### src/shared/opfsr_pkg.sv
package opfsr_pkg;

    // Register offsets on the management bus
    localparam logic [7:0]  OFS_POLARITY    = 8'h13;
    localparam logic [7:0]  OFS_DIV_TRIM    = 8'h14;
    localparam logic [7:0]  OFS_AMP_TRIM    = 8'h15;
    localparam logic [7:0]  OFS_GAIN_RANGE  = 8'h16;
    localparam logic [7:0]  OFS_SENSE_MODE  = 8'h17;
    localparam logic [7:0]  OFS_FALSE_UV    = 8'h18;
    localparam logic [7:0]  OFS_LOAD_V      = 8'h19;
    localparam logic [7:0]  OFS_MASK_A      = 8'h1A;
    localparam logic [7:0]  OFS_MASK_B      = 8'h1B;

    // Bank geometry and shadow location of the first register
    localparam int          NUM_REGS        = 9;
    localparam logic [3:0]  LAST_IDX        = 4'h8;
    localparam logic [15:0] SHADOW_BASE     = 16'h8113;

    // Field positions in the polarity register
    localparam int          POL_PWR_EN_BIT  = 7;
    localparam int          POL_FAULT_BIT   = 6;
    localparam int          POL_DC_BIT      = 5;
    localparam int          POL_AC_BIT      = 4;
    localparam int          POL_ORING_BIT   = 3;
    localparam int          SHARE_CLAMP_BIT = 2;
    localparam int          SW_FAULT_BIT    = 1;
    localparam int          LATCH_CLR_BIT   = 0;

    // Share clamp bit reads back as zero; mask B bit 0 is unused, kept in readback but dropped from gating
    localparam logic [7:0]  POL_READ_MASK   = 8'hFB;
    localparam logic [7:0]  MASK_B_USED     = 8'hFE;

    // Sources given as "good" levels, inverted to make fault flags
    localparam logic [7:0]  SRC_A_INVERT    = 8'h13;
    localparam logic [7:0]  SRC_B_INVERT    = 8'h80;

    // Bank value from reset until each register's own shadow byte is loaded; read data for unmapped offsets
    localparam logic [7:0]  REG_RESET       = 8'h00;
    localparam logic [7:0]  RDATA_RESET     = 8'h00;

    typedef enum logic [1:0] {
        OPFSR_LD_REQ  = 2'b00,
        OPFSR_LD_WAIT = 2'b01,
        OPFSR_LD_DONE = 2'b10
    } opfsr_ld_state_t;

endpackage : opfsr_pkg

### src/core/opfsr_shadow_loader.sv
////////////////////////////////////////////////////////////////////////////////
// Walks the shadow store once after reset and hands each byte to the bank
module opfsr_shadow_loader (
    input  wire logic        sys_clk,
    input  wire logic        resetn,
    output logic             shadow_rd_req,
    output logic [15:0]      shadow_addr,
    input  wire logic        shadow_rd_ack,
    input  wire logic [7:0]  shadow_rdata,
    output logic             load_we,
    output logic [3:0]       load_idx,
    output logic [7:0]       load_data,
    output logic             load_done
);

    typedef struct packed {
        opfsr_pkg::opfsr_ld_state_t st;
        logic [3:0]                 idx;
        logic                       we;
        logic [7:0]                 data;
    } opfsr_ldr_t;

    opfsr_ldr_t s_q;
    opfsr_ldr_t s_d;

    // One request per register, in offset order; the ack carries the byte
    always_comb begin
        s_d    = s_q;
        s_d.we = 1'b0;
        case (s_q.st)
            opfsr_pkg::OPFSR_LD_REQ: begin
                s_d.st = opfsr_pkg::OPFSR_LD_WAIT;
            end
            opfsr_pkg::OPFSR_LD_WAIT: begin
                if (shadow_rd_ack) begin
                    s_d.we   = 1'b1;
                    s_d.data = shadow_rdata;
                    if (s_q.idx == opfsr_pkg::LAST_IDX) begin
                        s_d.st = opfsr_pkg::OPFSR_LD_DONE;
                    end else begin
                        s_d.idx = s_q.idx + 4'h1;
                        s_d.st  = opfsr_pkg::OPFSR_LD_REQ;
                    end
                end
            end
            opfsr_pkg::OPFSR_LD_DONE: begin
                s_d.st = opfsr_pkg::OPFSR_LD_DONE;
            end
            default: begin
                s_d.st = opfsr_pkg::OPFSR_LD_REQ;
            end
        endcase
    end

    always_ff @(posedge sys_clk or negedge resetn) begin
        if (!resetn) begin
            s_q <= '{st: opfsr_pkg::OPFSR_LD_REQ, idx: 4'h0, we: 1'b0, data: 8'h00};
        end else begin
            s_q <= s_d;
        end
    end

    // Request stands through the wait until acknowledged
    assign shadow_rd_req = (s_q.st == opfsr_pkg::OPFSR_LD_WAIT);
    assign shadow_addr   = opfsr_pkg::SHADOW_BASE + {12'h000, s_q.idx};
    assign load_we       = s_q.we;
    // Index has already stepped on unless the last byte was taken
    assign load_idx      = (s_q.we && s_q.st != opfsr_pkg::OPFSR_LD_DONE) ? s_q.idx - 4'h1
                                                                          : s_q.idx;
    assign load_data     = s_q.data;
    assign load_done     = (s_q.st == opfsr_pkg::OPFSR_LD_DONE) && !s_q.we;

endmodule : opfsr_shadow_loader

### src/core/opfsr_fault_combine.sv
////////////////////////////////////////////////////////////////////////////////
// Synchronises fault flags, gates them by the two masks, latches if asked
module opfsr_fault_combine (
    input  wire logic        sys_clk,
    input  wire logic        resetn,
    input  wire logic [7:0]  src_a_raw,
    input  wire logic [5:0]  src_b_raw,
    input  wire logic [7:0]  mask_a,
    input  wire logic [7:0]  mask_b,
    input  wire logic        sw_fault,
    input  wire logic        latch_mode,
    input  wire logic        latch_clr,
    output logic             fault_active
);

    typedef struct packed {
        logic [13:0] s1;
        logic [13:0] s2;
        logic [13:0] s3;
        logic [13:0] stable;
        logic        latch;
    } opfsr_fc_t;

    opfsr_fc_t  s_q;
    opfsr_fc_t  s_d;
    logic [7:0] flag_a;
    logic [7:0] flag_b;
    logic [7:0] gated_a;
    logic [7:0] gated_b;
    logic       any_fault;

    // Pin levels into fault sense; software bit sits in mask B bit 2
    assign flag_a = s_q.stable[13:6] ^ opfsr_pkg::SRC_A_INVERT;
    assign flag_b = {s_q.stable[5:1], sw_fault, s_q.stable[0], 1'b0}
                  ^ opfsr_pkg::SRC_B_INVERT;

    // One enable per source in each mask
    genvar i;
    generate
        for (i = 0; i < 8; i++) begin : g_gate
            assign gated_a[i] = mask_a[i] & flag_a[i];
            assign gated_b[i] = mask_b[i] & flag_b[i] & opfsr_pkg::MASK_B_USED[i];
        end
    endgenerate

    assign any_fault = (|gated_a) | (|gated_b);

    // A change counts only once the second and third stages agree
    always_comb begin
        s_d        = s_q;
        s_d.s1     = {src_a_raw, src_b_raw};
        s_d.s2     = s_q.s1;
        s_d.s3     = s_q.s2;
        s_d.stable = (s_q.s2 & ~(s_q.s2 ^ s_q.s3)) | (s_q.stable & (s_q.s2 ^ s_q.s3));
        // New fault wins over a clear in the same cycle
        if (latch_mode) begin
            s_d.latch = any_fault | (s_q.latch & ~latch_clr);
        end else begin
            s_d.latch = any_fault;
        end
    end

    always_ff @(posedge sys_clk or negedge resetn) begin
        if (!resetn) begin
            s_q <= '0;
        end else begin
            s_q <= s_d;
        end
    end

    assign fault_active = s_q.latch;

endmodule : opfsr_fault_combine

### src/core/opfsr_regs.sv
////////////////////////////////////////////////////////////////////////////////
// Contract
// - After reset each register 13h..1Bh is loaded from shadow 8113h..811Bh in turn.
// - Polarity bit 7 sets the power-enable output polarity and bit 6 the fault output.
// - Polarity bit 5 sets the DC-good output polarity and bit 4 the AC-good output.
// - Polarity bit 3 sets the ORing gate drive; zero inverts it so low turns it on.
// - Bit 2 forces the share clamp when one and leaves it unclamped when zero.
// - Bit 1 is a software fault source, enabled by mask B bit 2 into the combined fault.
// - Writing bit 0 clears the fault latch when latching, which software does after service.
// - Register 14h holds the 8-bit divider common-mode offset trim code.
// - Register 15h holds the 8-bit sense amplifier dc offset trim code.
// - Register 18h holds the 8-bit false undervoltage clamp setting.
// - Register 19h holds the 8-bit load voltage trim setting.
// - Mask A enables eight fault sources, the ride-through timeout at bit 5.
// - Mask B enables supply-good, five monitors and the software bit at 2; bit 0 unused.
module opfsr_regs (
    input  wire logic        sys_clk,
    input  wire logic        resetn,
    // Register access from the management bus engine
    input  wire logic [7:0]  reg_addr,
    input  wire logic        reg_wr,
    input  wire logic [7:0]  reg_wdata,
    input  wire logic        reg_rd,
    output logic [7:0]       reg_rdata,
    output logic             reg_rvalid,
    // Shadow store read port
    output logic             shadow_rd_req,
    output logic [15:0]      shadow_addr,
    input  wire logic        shadow_rd_ack,
    input  wire logic [7:0]  shadow_rdata,
    output logic             config_ready,
    // Raw status from the supply logic (same clock)
    input  wire logic        power_enable_raw,
    input  wire logic        dc_good_raw,
    input  wire logic        ac_good_raw,
    input  wire logic        oring_on_raw,
    input  wire logic        fault_latch_mode,
    // Fault sources from analogue comparators (asynchronous)
    input  wire logic [7:0]  fault_src_a_raw,
    input  wire logic [5:0]  fault_src_b_raw,
    // Pin drives
    output logic             power_enable_output,
    output logic             fault_output,
    output logic             dc_good_output,
    output logic             ac_good_output,
    output logic             oring_gate_drive,
    output logic             share_clamp_force,
    output logic             alert_n,
    // Analogue settings
    output logic [7:0]       divider_offset_trim_code,
    output logic [7:0]       amp_offset_trim_code,
    output logic [7:0]       sense_gain_range_bits,
    output logic [7:0]       sense_mode_bits,
    output logic [7:0]       false_undervolt_clamp_code,
    output logic [7:0]       load_voltage_trim_code,
    output logic [7:0]       fault_route_mask_a_bits,
    output logic [7:0]       fault_route_mask_b_bits
);

    typedef struct packed {
        logic [opfsr_pkg::NUM_REGS-1:0][7:0] bank;
        logic [7:0]                          rdata;
        logic                                rvalid;
        logic                                clr;
        logic                                pwr_en;
        logic                                fault;
        logic                                dc;
        logic                                ac;
        logic                                oring;
        logic                                alert_n;
    } opfsr_regs_t;

    opfsr_regs_t s_q;
    opfsr_regs_t s_d;

    logic        load_we;
    logic [3:0]  load_idx;
    logic [7:0]  load_data;
    logic        load_done;
    logic        fault_active;
    logic        addr_hit;
    logic [3:0]  addr_idx;
    logic [7:0]  pol;

    ////////////////////////////////////////////////////////////////////////////
    // Power-up fill of the bank from the shadow store

    opfsr_shadow_loader u_loader (
        .sys_clk       (sys_clk),
        .resetn        (resetn),
        .shadow_rd_req (shadow_rd_req),
        .shadow_addr   (shadow_addr),
        .shadow_rd_ack (shadow_rd_ack),
        .shadow_rdata  (shadow_rdata),
        .load_we       (load_we),
        .load_idx      (load_idx),
        .load_data     (load_data),
        .load_done     (load_done)
    );

    ////////////////////////////////////////////////////////////////////////////
    // Address decode

    // Offsets are contiguous, so the index is the offset minus the first one
    assign addr_hit = (reg_addr >= opfsr_pkg::OFS_POLARITY)
                   && (reg_addr <= opfsr_pkg::OFS_MASK_B);
    assign addr_idx = 4'(reg_addr - opfsr_pkg::OFS_POLARITY);
    assign pol      = s_q.bank[0];

    ////////////////////////////////////////////////////////////////////////////
    // Fault combination across both masks

    opfsr_fault_combine u_fault (
        .sys_clk      (sys_clk),
        .resetn       (resetn),
        .src_a_raw    (fault_src_a_raw),
        .src_b_raw    (fault_src_b_raw),
        .mask_a       (s_q.bank[7]),
        .mask_b       (s_q.bank[8]),
        .sw_fault     (pol[opfsr_pkg::SW_FAULT_BIT]),
        .latch_mode   (fault_latch_mode),
        .latch_clr    (s_q.clr),
        .fault_active (fault_active)
    );

    ////////////////////////////////////////////////////////////////////////////
    // Next-state logic for the bank and the pin drives

    always_comb begin
        s_d        = s_q;
        s_d.clr    = 1'b0;
        s_d.rvalid = 1'b0;

        // Shadow load owns the bank until it finishes; bus writes before then are dropped
        if (load_we) begin
            s_d.bank[load_idx] = load_data;
        end else if (reg_wr && addr_hit && load_done) begin
            s_d.bank[addr_idx] = reg_wdata;
            if (addr_idx == 4'h0 && reg_wdata[opfsr_pkg::LATCH_CLR_BIT]) begin
                s_d.clr = 1'b1;
            end
        end

        // Reads answer one cycle later; unmapped offsets read zero
        if (reg_rd) begin
            s_d.rvalid = 1'b1;
            s_d.rdata  = opfsr_pkg::RDATA_RESET;
            if (addr_hit) begin
                s_d.rdata = s_q.bank[addr_idx];
                if (addr_idx == 4'h0) begin
                    s_d.rdata = s_q.bank[0] & opfsr_pkg::POL_READ_MASK;
                end
            end
        end

        // Polarity bit one passes the raw level, zero inverts it
        s_d.pwr_en = pol[opfsr_pkg::POL_PWR_EN_BIT] ? power_enable_raw
                                                    : ~power_enable_raw;
        s_d.fault = pol[opfsr_pkg::POL_FAULT_BIT] ? fault_active
                                                  : ~fault_active;
        s_d.dc    = pol[opfsr_pkg::POL_DC_BIT] ? dc_good_raw : ~dc_good_raw;
        s_d.ac    = pol[opfsr_pkg::POL_AC_BIT] ? ac_good_raw : ~ac_good_raw;
        s_d.oring = pol[opfsr_pkg::POL_ORING_BIT] ? oring_on_raw
                                                  : ~oring_on_raw;
        // Alert follows the combined fault before polarity, always active low
        s_d.alert_n = ~fault_active;
    end

    ////////////////////////////////////////////////////////////////////////////
    // State register

    always_ff @(posedge sys_clk or negedge resetn) begin
        if (!resetn) begin
            s_q         <= '0;
            s_q.bank    <= {opfsr_pkg::NUM_REGS{opfsr_pkg::REG_RESET}};
            s_q.alert_n <= 1'b1;
        end else begin
            s_q <= s_d;
        end
    end

    ////////////////////////////////////////////////////////////////////////////
    // Outputs from flops; config_ready is decoded from the loader state

    assign reg_rdata                  = s_q.rdata;
    assign reg_rvalid                 = s_q.rvalid;
    assign config_ready               = load_done;
    assign power_enable_output        = s_q.pwr_en;
    assign fault_output               = s_q.fault;
    assign dc_good_output             = s_q.dc;
    assign ac_good_output             = s_q.ac;
    assign oring_gate_drive           = s_q.oring;
    assign share_clamp_force          = pol[opfsr_pkg::SHARE_CLAMP_BIT];
    assign alert_n                    = s_q.alert_n;
    assign divider_offset_trim_code   = s_q.bank[1];
    assign amp_offset_trim_code       = s_q.bank[2];
    assign sense_gain_range_bits      = s_q.bank[3];
    assign sense_mode_bits            = s_q.bank[4];
    assign false_undervolt_clamp_code = s_q.bank[5];
    assign load_voltage_trim_code     = s_q.bank[6];
    assign fault_route_mask_a_bits    = s_q.bank[7];
    assign fault_route_mask_b_bits    = s_q.bank[8] & opfsr_pkg::MASK_B_USED;

endmodule : opfsr_regs

### config.mk
export PLATFORM = sky130hd
export DESIGN_NAME = opfsr_regs
export DESIGN_NICKNAME = d
export VERILOG_FILES = /design/src/shared/opfsr_pkg.sv /design/src/core/opfsr_shadow_loader.sv /design/src/core/opfsr_fault_combine.sv /design/src/core/opfsr_regs.sv
export SDC_FILE = /design/constraint.sdc
export NUM_CORES = 1
export LEC_CHECK = 0
export BUFFER_PORTS_ARGS = -buffer_cell sky130_fd_sc_hd__buf_4
export CELL_PAD_IN_SITES_DETAIL_PLACEMENT = 1
export CELL_PAD_IN_SITES_GLOBAL_PLACEMENT = 1
export CORE_ASPECT_RATIO = 0.6
export CORE_MARGIN = 5
export CORE_UTILIZATION = 48
export CTS_BUF_LIST = sky130_fd_sc_hd__clkbuf_16
export DETAILED_ROUTE_END_ITERATION = 10
export GPL_ROUTABILITY_DRIVEN = 0
export PLACE_DENSITY_LB_ADDON = 0.1
export SETUP_SLACK_MARGIN = 0.1
export SYNTH_ARGS = -nofsm -noshare
export SYNTH_HDL_FRONTEND = slang
export SYNTH_HIERARCHICAL = 1
export SYNTH_SLANG_ARGS = --single-unit
### constraint.sdc
create_clock -name sys_clk -period 8.02 [get_ports sys_clk]
set_clock_uncertainty 0.05 [all_clocks]
set_input_delay 1.203 -clock sys_clk [delete_from_list [all_inputs] [get_ports sys_clk]]
set_output_delay 1.203 -clock sys_clk [all_outputs]
set_load 0.005 [all_outputs]
==> impl_metrics.toml <==
[clock_network]
insertion_delay_ns = 0.43
htree_num_levels = 4
cts_tree = "built"
postCtsResizedCells = 0
clock_path_buffers = 2
post_cts_buffers = 0
holdBufCountCts = 0
root_buffer = "clkbuf_16"
clkTransAtPathRegs_ns = 0.07
clock_sinks = 160
cts_buffers = 17

[finish]
nets = 816
final_common_cell = "dfrtp_1"
layout_common_cells = "dfrtp_1 (159), buf_4 (136), nand2_1 (80)"
syn2layout_area_growth_pct = 13.5
drive_above_1_share_pct = 35.9
n_antenna_cell = 0
fin_util_pct = 55.2

[yosys]
synthTopCellsByArea = "dfrtp_1 (48%), mux2_2 (8.7%), buf_4 (8.3%), mux4_2 (4.4%), nand2_1 (3.6%)"
synth_area_per_cell_um2 = 11.5
synth_area_leader_cell = "dfrtp_1"
synth_seq_area_share_pct = 48.4
yosysTopAreaCellShare_pct = 48.1
synthesis.area_um2 = 8280
async_flop_share_pct = 100
synth-seq-cells = 160
synth_ff_type = "dfrtp_1"
synth_edf_count = 0
synth_cells = 721
yosysWarningCount = 6
yosys.cell_types.count = 67

[drt]
initialDrtViolationCount = 518
drc = 0
vias_per_cell = 5.92
wire_per_inst_um = 24.8
postRouteAntennaNets = 0
vias = 5970
wirelength_mm = 25.0
drt-pass1-iter-count = 5

[die]
rows = 37
die_area_um2 = 20100
core_area_um2 = 17000
die_w_um = 180
ios = 146
start_util_pct = 48.6
die_h_um = 112

[power]
p_comb_share_pct = 28.0
switching_share_pct = 35.0
p_seq_share_pct = 41.6
intPower_w = 0.00186
ir_worst_vdd_mv = 0.165
powerDensity_nw_per_um2 = 305
pwr-share-clk_pct = 30.4
leakage_nw = 4.18
switchingPower_w = 0.00100

[setup_path]
endpoint_kind = "register"
arrival_ns = 4.23
crit_type = "register to register"
start_kind = "register"
worstPathMaxFanout = 45
cp.required_ns = 8.28

[global_routing]
use_met1_pct = 35.0
use_met2_pct = 38.0
grt_pass1_vias = 6382
gr-usage-met3_pct = 7.84
grt_pass1_wl_mm = 38.8
gr-total-overflow = 0
antenna_found_initial = 1
grt_util_all_layers_pct = 25.1
gr-max-usage-layer = "met2"
grt_start_max_net_pins = 107

[sta]
maxSlewHeadroom_pct = 17.9
setup_tns_ns = 0
worst_pin_slew_ns = 1.23
fin_crit_sh_pct = 49.5
fmaxAchievable_mhz = 252
rsz0062_at_grt = "false"
finalSetupViolCount = 0
hold_violations = 0
layout_min_cycle_time_ns = 3.97
slew_violations = 0

[worst_hold_path]
hold_path_class = "register to register"

[placement]
dp_hpwl_mm = 18.0
port-buffer-count = 134

[status]
status = "finished clean"

[flow_run]
cap_violations = 0
[power groups by stage]
stage          Clock (W)  Sequential, W  Combinational, W
3_3_place_gp           0        0.00119          0.000765
5_1_grt         0.000919        0.00120          0.000866
6_report        0.000870        0.00119          0.000802
4_1_cts         0.000881        0.00118          0.000802
3_5_place_dp           0        0.00120          0.000795
2_1_floorplan          0        0.00106          0.000641
[cell type report]
class,instances,area (um^2)
clock buffers,17,425
clock inverters,15,196
fillers,1803,7640
inverters,16,62.6
multi-input cells,430,3380
flip-flops and latches,160,4010
well taps,234,293
repair buffers,137,1030
[final timing paths]
kind / from / end / slack, ns / cells past startpoint
max: u_loader/load_we$_DFF_PN0_ / false_undervolt_clamp_code[4]$_DFFE_PN0P_ / 4.05 / 7
min: u_fault/s_d[42]$_DFF_PN0_ / u_fault/s_d[28]$_DFF_PN0_ / 0.29 / 0
max reg2reg: u_loader/load_we$_DFF_PN0_ / false_undervolt_clamp_code[4]$_DFFE_PN0P_ / 4.05 / 7
min reg2reg: u_fault/s_d[42]$_DFF_PN0_ / u_fault/s_d[28]$_DFF_PN0_ / 0.29 / 0
max in group asynchronous: resetn / false_undervolt_clamp_code[3]$_DFFE_PN0P_ / 5.80 / 2
min in group asynchronous: resetn / sense_gain_range_bits[4]$_DFFE_PN0P_ / 0.82 / 1
[cell families (layout without fill, tap and decap cells)]
kind of cell	count (synthesis)	count (layout)	synth area share, %
simple gates	154	154	9.45
buf+inv	139	185	11.1
xor+xnor	14	14	1.48
other cells	3	11	0.136
flops	160	160	48.4
fa+ha+maj	20	20	2.60
mux	89	89	14.1
compound gates	142	142	12.7
[per-layer routing]
layer | wire (um) | vias up
met5 | 20 | -
li1 | - | 2556
met2 | 11100 | 289
met1 | 11400 | 3079
met3 | 2090 | 44
met4 | 435 | 2
[cell usage after synthesis (9+ instances only)]
library cell,n
mux2i_1,9
nand2_1,80
buf_4,92
mux2_2,64
nor2_1,24
o21ai_0,33
inv_1,14
a21oi_1,17
xnor2_1,13
nand2b_1,9
clkbuf_1,17
maj3_1,14
dfrtp_1,159
o22ai_1,25
o31ai_1,16
mux4_2,16
[state kept, by name, summed over array words and instances, names as in the netlist, 2 cells and up, named ones only]
register / cells
u_fault/s_d: 28
u_fault/s_q: 14
amp_offset_trim_code: 8
divider_offset_trim_code: 8
false_undervolt_clamp_code: 8
fault_route_mask_a_bits: 8
load_voltage_trim_code: 8
pol: 8
reg_rdata: 8
sense_gain_range_bits: 8
sense_mode_bits: 8
u_loader/load_data: 8
fault_route_mask_b_bits: 7
u_loader/s_q: 6
s_q: 2
[per-stage QoR]
step / cell area (um^2) / cells / hold WS [ns] / worst slack, ns / power (W)
after floorplan: 8310 / 729 / 0.281 / 4.30 / 0.00170
after global placement: 8780 / 977 / 0.282 / 4.06 / 0.00196
after detailed placement: 8780 / 977 / 0.286 / 3.96 / 0.00199
after CTS: 9400 / 1009 / 0.299 / 4.10 / 0.00287
after global routing: 9400 / 1009 / 0.317 / 3.85 / 0.00299
final: 9400 / 1009 / 0.292 / 4.05 / 0.00286
[critical path, stage by stage, from the launching register on]
cell      delay [ns]
dfrtp_1         0.33
buf_4           0.44
nand2_2         0.13
xnor2_1         0.68
nor3b_1         1.06
inv_1           0.20
a211oi_4        0.52
mux2_2          0.40
No activity file was read; power rests on OpenSTA's default activity.
